==> src/logic/irq_map_pkg.sv <==
/*
 Constants for the interrupt request map, requests 10 to 23: vector
 table addresses, level register layout, register offsets.
 Assumes a 32-bit AXI4-Lite slave with byte addresses.
*/
package irq_map_pkg;
	localparam int unsigned first_irq = 10;
	localparam int unsigned num_irq = 14;
	localparam int unsigned num_src = 18;
	// Vector of request n: upper at vec_base - 2*n, lower one above
	localparam logic [15:0] vec_base = 16'hfffa;
	localparam logic [15:0] vec_upper [num_irq] = '{
		16'hffe6, 16'hffe4, 16'hffe2, 16'hffe0, 16'hffde, 16'hffdc,
		16'hffda, 16'hffd8, 16'hffd6, 16'hffd4, 16'hffd2, 16'hffd0,
		16'hffce, 16'hffcc};
	// Level registers: four two-bit fields, request 8 at bits 1:0 of reg two
	localparam int unsigned lvl_field_w = 2;
	localparam int unsigned lvl_per_reg = 4;
	localparam logic [7:0] lvl_reset = 8'hff;
	// Register byte offsets
	localparam logic [7:0] off_lvl_two = 8'h00;
	localparam logic [7:0] off_lvl_three = 8'h04;
	localparam logic [7:0] off_lvl_four = 8'h08;
	localparam logic [7:0] off_lvl_five = 8'h0c;
	localparam logic [7:0] off_status = 8'h10;
	localparam logic [7:0] off_mask = 8'h14;
	localparam logic [7:0] off_vector = 8'h18;
	localparam logic [7:0] off_pending = 8'h1c;
	localparam logic [1:0] resp_okay = 2'h0;
	localparam logic [1:0] resp_slverr = 2'h2;
	// Sources, in port order
	localparam int unsigned src_ppu1_hi = 0;
	localparam int unsigned src_ppu2_hi = 1;
	localparam int unsigned src_ppu0_hi = 2;
	localparam int unsigned src_ppu0_lo = 3;
	localparam int unsigned src_ctm1_hi = 4;
	localparam int unsigned src_ppu2_lo = 5;
	localparam int unsigned src_reload1 = 6;
	localparam int unsigned src_motor_wt = 7;
	localparam int unsigned src_i2c0 = 8;
	localparam int unsigned src_ptm1 = 9;
	localparam int unsigned src_motor_pos = 10;
	localparam int unsigned src_adc = 11;
	localparam int unsigned src_tbt = 12;
	localparam int unsigned src_wpre = 13;
	localparam int unsigned src_cmp0 = 14;
	localparam int unsigned src_cmp1 = 15;
	localparam int unsigned src_ctm1_lo = 16;
	localparam int unsigned src_flash = 17;
endpackage

==> src/logic/irq_priority_pick.sv <==
/*
 Fixed-priority pick among fourteen requests: best level first (0 is
 highest), then the lowest request number. Purely combinational.
 Assumes levels of 3 mean the request is never serviced.
*/
`timescale 1ns/100ps
module irq_priority_pick
	import irq_map_pkg::*;
(
	// Requests and levels
	input wire logic [num_irq-1:0] req,
	input wire logic [2*num_irq-1:0] levels,
	// Winner
	output logic found,
	output logic [3:0] win_idx,
	output logic [1:0] win_lvl
);
	always_comb
	begin
		found = 1'b0;
		win_idx = 4'h0;
		win_lvl = 2'h3;
		// Strictly better wins, so equal levels keep the lower number
		for (int i = 0; i < num_irq; i++)
		begin
			if (req[i] && levels[2*i +: 2] != 2'h3 &&
				(!found || levels[2*i +: 2] < win_lvl))
			begin
				found = 1'b1;
				win_idx = 4'(i);
				win_lvl = levels[2*i +: 2];
			end
		end
	end
endmodule // irq_priority_pick

==> src/logic/irq_vector_map.sv <==
/*
 Interrupt request map for requests 10 to 23 with level registers,
 sticky status, mask, and a vector offer to the CPU core.
 Assumes synchronous, single-cycle-high or level source pulses, and a
 CPU that pulses cpu_ack while the offered vector is valid.
*/
`timescale 1ns/100ps
module irq_vector_map
	import irq_map_pkg::*;
(
	// Clock and reset
	input wire logic aclk,
	input wire logic aresetn,
	// Peripheral sources
	input wire logic [num_src-1:0] src_irq,
	// CPU side
	input wire logic cpu_ack,
	output logic cpu_req,
	output logic [1:0] cpu_level,
	output logic [4:0] cpu_irq_num,
	output logic [15:0] cpu_vec_upper,
	output logic [15:0] cpu_vec_lower,
	output logic cpu_taken,
	// Summary interrupt
	output logic irq,
	// AXI4-Lite write
	input wire logic [7:0] s_axi_awaddr,
	input wire logic s_axi_awvalid,
	output logic s_axi_awready,
	input wire logic [31:0] s_axi_wdata,
	input wire logic [3:0] s_axi_wstrb,
	input wire logic s_axi_wvalid,
	output logic s_axi_wready,
	output logic [1:0] s_axi_bresp,
	output logic s_axi_bvalid,
	input wire logic s_axi_bready,
	// AXI4-Lite read
	input wire logic [7:0] s_axi_araddr,
	input wire logic s_axi_arvalid,
	output logic s_axi_arready,
	output logic [31:0] s_axi_rdata,
	output logic [1:0] s_axi_rresp,
	output logic s_axi_rvalid,
	input wire logic s_axi_rready
);
	// ---------------------------------------------------------------
	// Source to request mapping
	// ---------------------------------------------------------------
	function automatic logic is_level_off(input logic [7:0] a);
		return a == off_lvl_two || a == off_lvl_three ||
			a == off_lvl_four || a == off_lvl_five;
	endfunction

	wire logic [num_irq-1:0] line;
	assign line[0] = src_irq[src_ppu1_hi];
	assign line[1] = src_irq[src_ppu2_hi];
	assign line[2] = src_irq[src_ppu0_hi];
	assign line[3] = src_irq[src_ppu0_lo];
	assign line[4] = src_irq[src_ctm1_hi];
	assign line[5] = src_irq[src_ppu2_lo];
	assign line[6] = src_irq[src_reload1] | src_irq[src_motor_wt];
	assign line[7] = src_irq[src_i2c0] | src_irq[src_ptm1] |
		src_irq[src_motor_pos];
	assign line[8] = src_irq[src_adc];
	assign line[9] = src_irq[src_tbt] | src_irq[src_wpre];
	assign line[10] = src_irq[src_cmp0];
	assign line[11] = src_irq[src_cmp1];
	assign line[12] = src_irq[src_ctm1_lo];
	assign line[13] = src_irq[src_flash];

	// ---------------------------------------------------------------
	// Registers
	// ---------------------------------------------------------------
	// Level reg two holds requests 8..11; 8 and 9 live elsewhere
	logic [7:0] lvl_q [4];
	logic [num_irq-1:0] status_q;
	logic [num_irq-1:0] mask_q;
	logic [num_irq-1:0] pend_q;
	wire logic [2*num_irq-1:0] levels;

	genvar g;
	generate
		for (g = 0; g < num_irq; g++)
		begin : g_lvl
			// Request 10+g sits in field (10+g)%4 of reg (10+g)/4-2
			localparam int unsigned n = first_irq + g;
			assign levels[2*g +: 2] =
				lvl_q[n/lvl_per_reg - 2][lvl_field_w*(n%lvl_per_reg) +: 2];
		end
	endgenerate

	// ---------------------------------------------------------------
	// AXI4-Lite write path
	// ---------------------------------------------------------------
	logic aw_held_q;
	logic w_held_q;
	logic [7:0] awaddr_q;
	logic [31:0] wdata_q;
	logic [3:0] wstrb_q;
	wire logic aw_fire = s_axi_awvalid & s_axi_awready;
	wire logic w_fire = s_axi_wvalid & s_axi_wready;
	wire logic have_aw = aw_held_q | aw_fire;
	wire logic have_w = w_held_q | w_fire;
	wire logic do_write = have_aw & have_w & ~s_axi_bvalid;
	wire logic [7:0] wr_addr = aw_held_q ? awaddr_q : s_axi_awaddr;
	wire logic [31:0] wr_data = w_held_q ? wdata_q : s_axi_wdata;
	wire logic [3:0] wr_strb = w_held_q ? wstrb_q : s_axi_wstrb;
	wire logic wr_lo = do_write & wr_strb[0];
	wire logic wr_hi = do_write & wr_strb[1];
	wire logic wr_ok = is_level_off(wr_addr) || wr_addr == off_status ||
		wr_addr == off_mask || wr_addr == off_vector ||
		wr_addr == off_pending;
	wire logic [num_irq-1:0] wr_bits = {wr_data[13:8], wr_data[7:0]};
	wire logic [num_irq-1:0] bit_en = {{6{wr_hi}}, {8{wr_lo}}};
	wire logic [num_irq-1:0] stat_clr =
		(wr_addr == off_status) ? (wr_bits & bit_en) : '0;

	always_ff @(posedge aclk)
	begin
		if (!aresetn)
		begin
			aw_held_q <= 1'b0;
			w_held_q <= 1'b0;
			awaddr_q <= 8'h00;
			wdata_q <= 32'h0000_0000;
			wstrb_q <= 4'h0;
			s_axi_awready <= 1'b0;
			s_axi_wready <= 1'b0;
			s_axi_bvalid <= 1'b0;
			s_axi_bresp <= resp_okay;
		end
		else
		begin
			aw_held_q <= have_aw & ~do_write;
			w_held_q <= have_w & ~do_write;
			if (aw_fire)
				awaddr_q <= s_axi_awaddr;
			if (w_fire)
			begin
				wdata_q <= s_axi_wdata;
				wstrb_q <= s_axi_wstrb;
			end
			s_axi_awready <= ~(have_aw & ~do_write) & ~s_axi_awready;
			s_axi_wready <= ~(have_w & ~do_write) & ~s_axi_wready;
			if (do_write)
			begin
				s_axi_bvalid <= 1'b1;
				s_axi_bresp <= wr_ok ? resp_okay : resp_slverr;
			end
			else if (s_axi_bready)
				s_axi_bvalid <= 1'b0;
		end
	end

	// ---------------------------------------------------------------
	// Level, mask, status and pending state
	// ---------------------------------------------------------------
	logic [3:0] win_idx;
	logic [1:0] win_lvl;
	logic found;
	logic [3:0] cpu_irq_num_idx;
	wire logic [num_irq-1:0] eligible = pend_q;
	wire logic [num_irq-1:0] ack_clr =
		(cpu_ack & cpu_req) ? (num_irq'(1) << cpu_irq_num_idx) : '0;

	always_ff @(posedge aclk)
	begin
		if (!aresetn)
		begin
			for (int r = 0; r < 4; r++)
				lvl_q[r] <= lvl_reset;
			status_q <= '0;
			mask_q <= '0;
			pend_q <= '0;
		end
		else
		begin
			for (int r = 0; r < 4; r++)
				if (wr_lo && wr_addr == 8'(r*4))
					lvl_q[r] <= wr_data[7:0];
			if (wr_addr == off_mask)
				mask_q <= (mask_q & ~bit_en) | (wr_bits & bit_en);
			// New event beats a same-cycle clear
			status_q <= (status_q & ~stat_clr) | line;
			pend_q <= (pend_q & ~ack_clr) | line;
		end
	end

	irq_priority_pick u_pick (
		.req(eligible),
		.levels(levels),
		.found(found),
		.win_idx(win_idx),
		.win_lvl(win_lvl)
	);

	// ---------------------------------------------------------------
	// CPU vector offer
	// ---------------------------------------------------------------
	wire logic [15:0] win_upper = vec_upper[win_idx];
	wire logic [4:0] win_num = 5'(first_irq) + {1'b0, win_idx};

	always_ff @(posedge aclk)
	begin
		if (!aresetn)
		begin
			cpu_req <= 1'b0;
			cpu_level <= 2'h3;
			cpu_irq_num <= 5'h00;
			cpu_irq_num_idx <= 4'h0;
			cpu_vec_upper <= 16'h0000;
			cpu_vec_lower <= 16'h0000;
			cpu_taken <= 1'b0;
			irq <= 1'b0;
		end
		else
		begin
			cpu_taken <= cpu_ack & cpu_req;
			// Drop the offer one cycle after an acceptance
			cpu_req <= found & ~(cpu_ack & cpu_req);
			if (found)
			begin
				cpu_level <= win_lvl;
				cpu_irq_num <= win_num;
				cpu_irq_num_idx <= win_idx;
				cpu_vec_upper <= win_upper;
				cpu_vec_lower <= win_upper + 16'h0001;
			end
			irq <= |(status_q & mask_q);
		end
	end

	// ---------------------------------------------------------------
	// AXI4-Lite read path
	// ---------------------------------------------------------------
	wire logic [7:0] ra = s_axi_araddr;
	wire logic [31:0] rd_word =
		(ra == off_lvl_two) ? {24'h0, lvl_q[0]} :
		(ra == off_lvl_three) ? {24'h0, lvl_q[1]} :
		(ra == off_lvl_four) ? {24'h0, lvl_q[2]} :
		(ra == off_lvl_five) ? {24'h0, lvl_q[3]} :
		(ra == off_status) ? {18'h0, status_q} :
		(ra == off_mask) ? {18'h0, mask_q} :
		(ra == off_vector) ? {cpu_vec_lower, cpu_vec_upper} :
		(ra == off_pending) ? {18'h0, pend_q} : 32'h0000_0000;
	wire logic rd_ok = is_level_off(ra) || ra == off_status ||
		ra == off_mask || ra == off_vector || ra == off_pending;
	wire logic ar_fire = s_axi_arvalid & s_axi_arready;

	always_ff @(posedge aclk)
	begin
		if (!aresetn)
		begin
			s_axi_arready <= 1'b0;
			s_axi_rvalid <= 1'b0;
			s_axi_rdata <= 32'h0000_0000;
			s_axi_rresp <= resp_okay;
		end
		else
		begin
			s_axi_arready <= ~s_axi_arready & ~s_axi_rvalid & s_axi_arvalid;
			if (ar_fire)
			begin
				s_axi_rvalid <= 1'b1;
				s_axi_rdata <= rd_word;
				s_axi_rresp <= rd_ok ? resp_okay : resp_slverr;
			end
			else if (s_axi_rready)
				s_axi_rvalid <= 1'b0;
		end
	end
endmodule // irq_vector_map

==> config.mk <==
export PLATFORM = sky130hd
export DESIGN_NAME = irq_vector_map
export DESIGN_NICKNAME = d
export VERILOG_FILES = /design/src/logic/irq_map_pkg.sv /design/src/logic/irq_priority_pick.sv /design/src/logic/irq_vector_map.sv
export SDC_FILE = /design/constraint.sdc
export NUM_CORES = 1
export LEC_CHECK = 0
export ABC_AREA = 1
export BUFFER_PORTS_ARGS = -buffer_cell sky130_fd_sc_hd__buf_4
export CAP_MARGIN = 15
export CORE_MARGIN = 5
export CORE_UTILIZATION = 25
export CTS_CLUSTER_DIAMETER = 50
export CTS_CLUSTER_SIZE = 20
export DETAILED_ROUTE_END_ITERATION = 10
export GPL_ROUTABILITY_DRIVEN = 0
export HOLD_SLACK_MARGIN = 0.08
export SETUP_SLACK_MARGIN = 0.02
export SKIP_LAST_GASP = 1
export SLEW_MARGIN = 20
export SYNTH_ARGS = -nofsm -noshare
export SYNTH_HDL_FRONTEND = slang
export SYNTH_SLANG_ARGS = --single-unit
export TNS_END_PERCENT = 5
==> constraint.sdc <==
create_clock -name aclk -period 8.6 [get_ports aclk]
set_input_delay 0.86 -clock aclk [delete_from_list [all_inputs] [get_ports aclk]]
set_output_delay 0.86 -clock aclk [all_outputs]
set_load 0.01 [all_outputs]
==> out/metrics.csv <==
stage;metric;value;unit
run_status;status;complete, no violations;
timing;Min Clock Period, post-route;8.36;ns
global_routing;global-route wire length before repair;39100;um
synth;Distinct cells, synth;37;
synth;mean post-synth cell area;7.11;um^2
timing;fin crit share;97.2;%
synth;Async SR Flop Fraction;0;%
setup_path;Bufs and invs on worst path;5;
power;clock power share;48.6;%
global_routing;vias in the first global route;7083;
synth;Post-synth EDFFs;32;
setup_path;Startpoint Class;flop;
route;DR vias/cell;4.72;
setup_path;CP max-delay cell;edfxtp_1;
synth;largest area contributor in the netlist;dfxtp_1;
power;P_int;1.26;mW
run;MaxCap Viol Count;0;
setup_path;worst endpoint required time;8.94;ns
final_layout;finished layout cell area;10000;um^2
setup_path;Top cell by count, worst path;nand2_2;
final_layout;fillers;3248;
place;I/O Buffers;137;
clock_tree;Worst-Skew Late Latency;0.44;ns
floorplan;I/O pin count;161;
final_layout;# nets final;1303;
clock_tree;CTS buffer count;17;
clock_tree;Clock Sinks;145;
setup_path;crit path max fanout;5;
timing;Worst-Margin Slew;1.09;ns
route;Post-DRT Antenna Nets;0;
place;Post-DP HPWL;19400;um
floorplan;Die Span Y;187;um
clock_tree;CTS hold repair buffers;0;
floorplan;Core Rows;64;
timing;RSZ-0062 raised after global routing;true;
timing;Hold Vio Cnt, Final;0;
setup_path;top cell family by delay on the critical path;simple AND/OR/NAND/NOR gates;
timing;Max Slew Vio Count;0;
synth;flops & latches, synth;145;
timing;Setup Viol. Count Final;0;
final_layout;n_diodes;0;
place;Placed Area;8930;um^2
global_routing;global-route usage over all layers;13.9;%
final_layout;P&R area growth vs syn;28.5;%
floorplan;Die Area;34800;um^2
power;Peak VDD IR;0.120;mV
hold_path;hold crit path type;reg2reg;
final_layout;FF/Latch Area;3220;um^2
synth;top cells by area, synth;dfxtp_1 29%, edfxtp_1 12%, nand2_1 11%, inv_1 7.6%, a21oi_1 5.9%;
synth;Yosys Warn Count;0;
power;Comb power frac;8.0;%
floorplan;initial core utilization;25.4;%
final_layout;share of cells above drive strength 1;23.6;%
timing;Slew headroom;26.8;%
power;P_leak;4.44;nW
setup_path;crit path kind;reg2reg;
power;Net Switching;0.435;mW
route;Total Wirelength;25900;um
clock_tree;CTS tree;built;
power;sequential share of power;43.4;%
synth;Synth Cell Area;7800;um^2
clock_tree;Reg clk slew, reported paths;0.07;ns
route;Vias;7674;
synth;Primary FF master, synth;dfxtp_1;
floorplan;Core Area;30700;um^2
route;Residual DRC;0;
synth;sequential area share after synthesis;41.3;%
setup_path;Worst EP arrival;8.70;ns
power;Final Power;1.69;mW
setup_path;CP endpoint kind;flop;
global_routing;Overflow after GRT;0;
clock_tree;H-tree depth;4;
route;Initial DRC Count;735;
power;power per cell area;169;nW/um^2
synth;Synth Instances;1097;
route;DR pass1 iterations;6;
clock_tree;CTS root buffer;clkbuf_16;
setup_path;CP max stage delay;0.43;ns
global_routing;initial antenna violation count;0;
power;switching share of power;25.7;%
timing;post-route clock skew;0.0119;ns
global_routing;pin count of the biggest net entering global routing;55;
timing;FMAX;120;MHz
final_layout;area of the multi-input gates;3760;um^2
route;wire per inst;15.9;um
floorplan;Die X;187;um
clock_tree;Max clock buf depth;2;
synth;share of the synthesized area in the top cell type;29.0;%
synthesized netlist by cell type (7+ instances only):
| cell | count |
|---|---|
| a21oi_1 | 92 |
| a221oi_1 | 11 |
| nor2_1 | 105 |
| nand2_4 | 9 |
| o21ai_1 | 11 |
| nand2_2 | 17 |
| edfxtp_1 | 32 |
| inv_1 | 158 |
| nand4_1 | 7 |
| o211ai_1 | 10 |
| o21ai_0 | 74 |
| buf_4 | 44 |
| o22ai_1 | 9 |
| nor3_1 | 10 |
| dfxtp_1 | 113 |
| clkbuf_1 | 22 |
| nand3_1 | 78 |
| o31ai_1 | 10 |
| nand2_1 | 230 |
| ha_1 | 7 |
| a211oi_1 | 8 |
layout make-up:
| class | count | area share [%] |
|---|---|---|
| Multi-Input combinational cell | 721 | 37.6 |
| Clock buffer | 17 | 4.25 |
| Tap cell | 396 | 4.95 |
| Sequential cell | 145 | 32.2 |
| Clock inverter | 15 | 2.17 |
| Inverter | 164 | 6.17 |
| Timing Repair Buffer | 169 | 12.7 |
kinds of logic after synthesis:
group | after synthesis | share of synthesized area (%)
buf+inv | 233 | 13.4
simple gates | 464 | 25.7
mux | 3 | 0.385
fa+ha+maj | 7 | 1.12
other cells | 1 | 0.0481
flops | 145 | 41.3
compound gates | 244 | 17.9
registers in the layout, indices dropped and copies added (netlist names), 5 cells and up, named ones only:
signal and flops:
lvl_q 32, s_axi_rdata 20, eligible 14, status_q 14, wdata_q 14, awaddr_q 8
cpu_vec_lower 6, cpu_irq_num 5
per-stage QoR:
stage | TNS (ns) | utilization, % | setup WS [ns] | cells | hold slack, ns
after floorplan | 0 | - | 1.20 | 1099 | 0.429
after global placement | 0 | 29.1 | 0.114 | 1568 | 0.425
after detailed placement | 0 | 29.1 | 0.0264 | 1568 | 0.430
after CTS | 0 | 31.2 | 0.0337 | 1600 | 0.442
after global routing | -3.47 | 32.7 | -0.477 | 1627 | 0.466
final | 0 | 32.7 | 0.239 | 1627 | 0.437
power by group through the flow:
stage | clock network (mW) | registers (mW) | logic [mW]
2_1_floorplan | 0 | 0.744 | 0.0769
3_3_place_gp | 0 | 0.749 | 0.133
3_5_place_dp | 0 | 0.750 | 0.135
4_1_cts | 0.830 | 0.735 | 0.135
5_1_grt | 0.858 | 0.738 | 0.151
6_report | 0.824 | 0.735 | 0.136
worst register-to-register path: cells and delay by family, from the launching register on:
| kind | cells | cell delay [ns] |
|---|---|---|
| AND/OR/NAND/NOR | 76 | 6.24 |
| adder cells (fa/ha/maj) | 4 | 0.90 |
| buffers and inverters | 5 | 0.44 |
| flip-flops | 1 | 0.43 |
| AO/OA/AOI/OAI | 2 | 0.27 |
cells in the final DEF, fill, tap and decap left out, types with 8 or more instances in the layout:
cell         n
a21oi_1     92
o21ai_1     11
a221oi_1    11
nor3_1      10
nand2_1    200
nand3_1     74
inv_1      154
nand2_4     16
o22ai_1      9
dfxtp_1    112
nor2_1      98
o21ai_0     71
edfxtp_1    32
buf_4      167
clkbuf_16   17
nand2_2     40
o211ai_1    10
a211oi_1     8
o31ai_1     10
metal layers:
metal  vias to the layer above  global-route usage (%)  share of wire (%)
li1                       3810                       -                  -
met1                      3593                    18.5                 44
met2                       243                    22.4                 48
met3                        28                    3.46                6.8
met4                         0                    3.95                1.5
met5                         -                       0                  0
path summary, 6_finish.rpt:
kind | depth (start not counted) | start | end | slack [ns]
setup / recovery | 87 | lvl_q[0][5] | cpu_irq_num[3] | 0.24
hold / removal | 1 | s_axi_awready | s_axi_awready | 0.44
setup reg to reg | 87 | lvl_q[0][5] | cpu_irq_num[3] | 0.24
hold reg to reg | 1 | s_axi_awready | s_axi_awready | 0.44
what timing repair did:
item,in CTS,in global routing
setup endpoints to repair,2,14
pin swaps,0,65
cloned,0,0
setup buffers,0,28
gates resized for setup,1,68
Note: power is estimated with default switching activity, not from simulation.
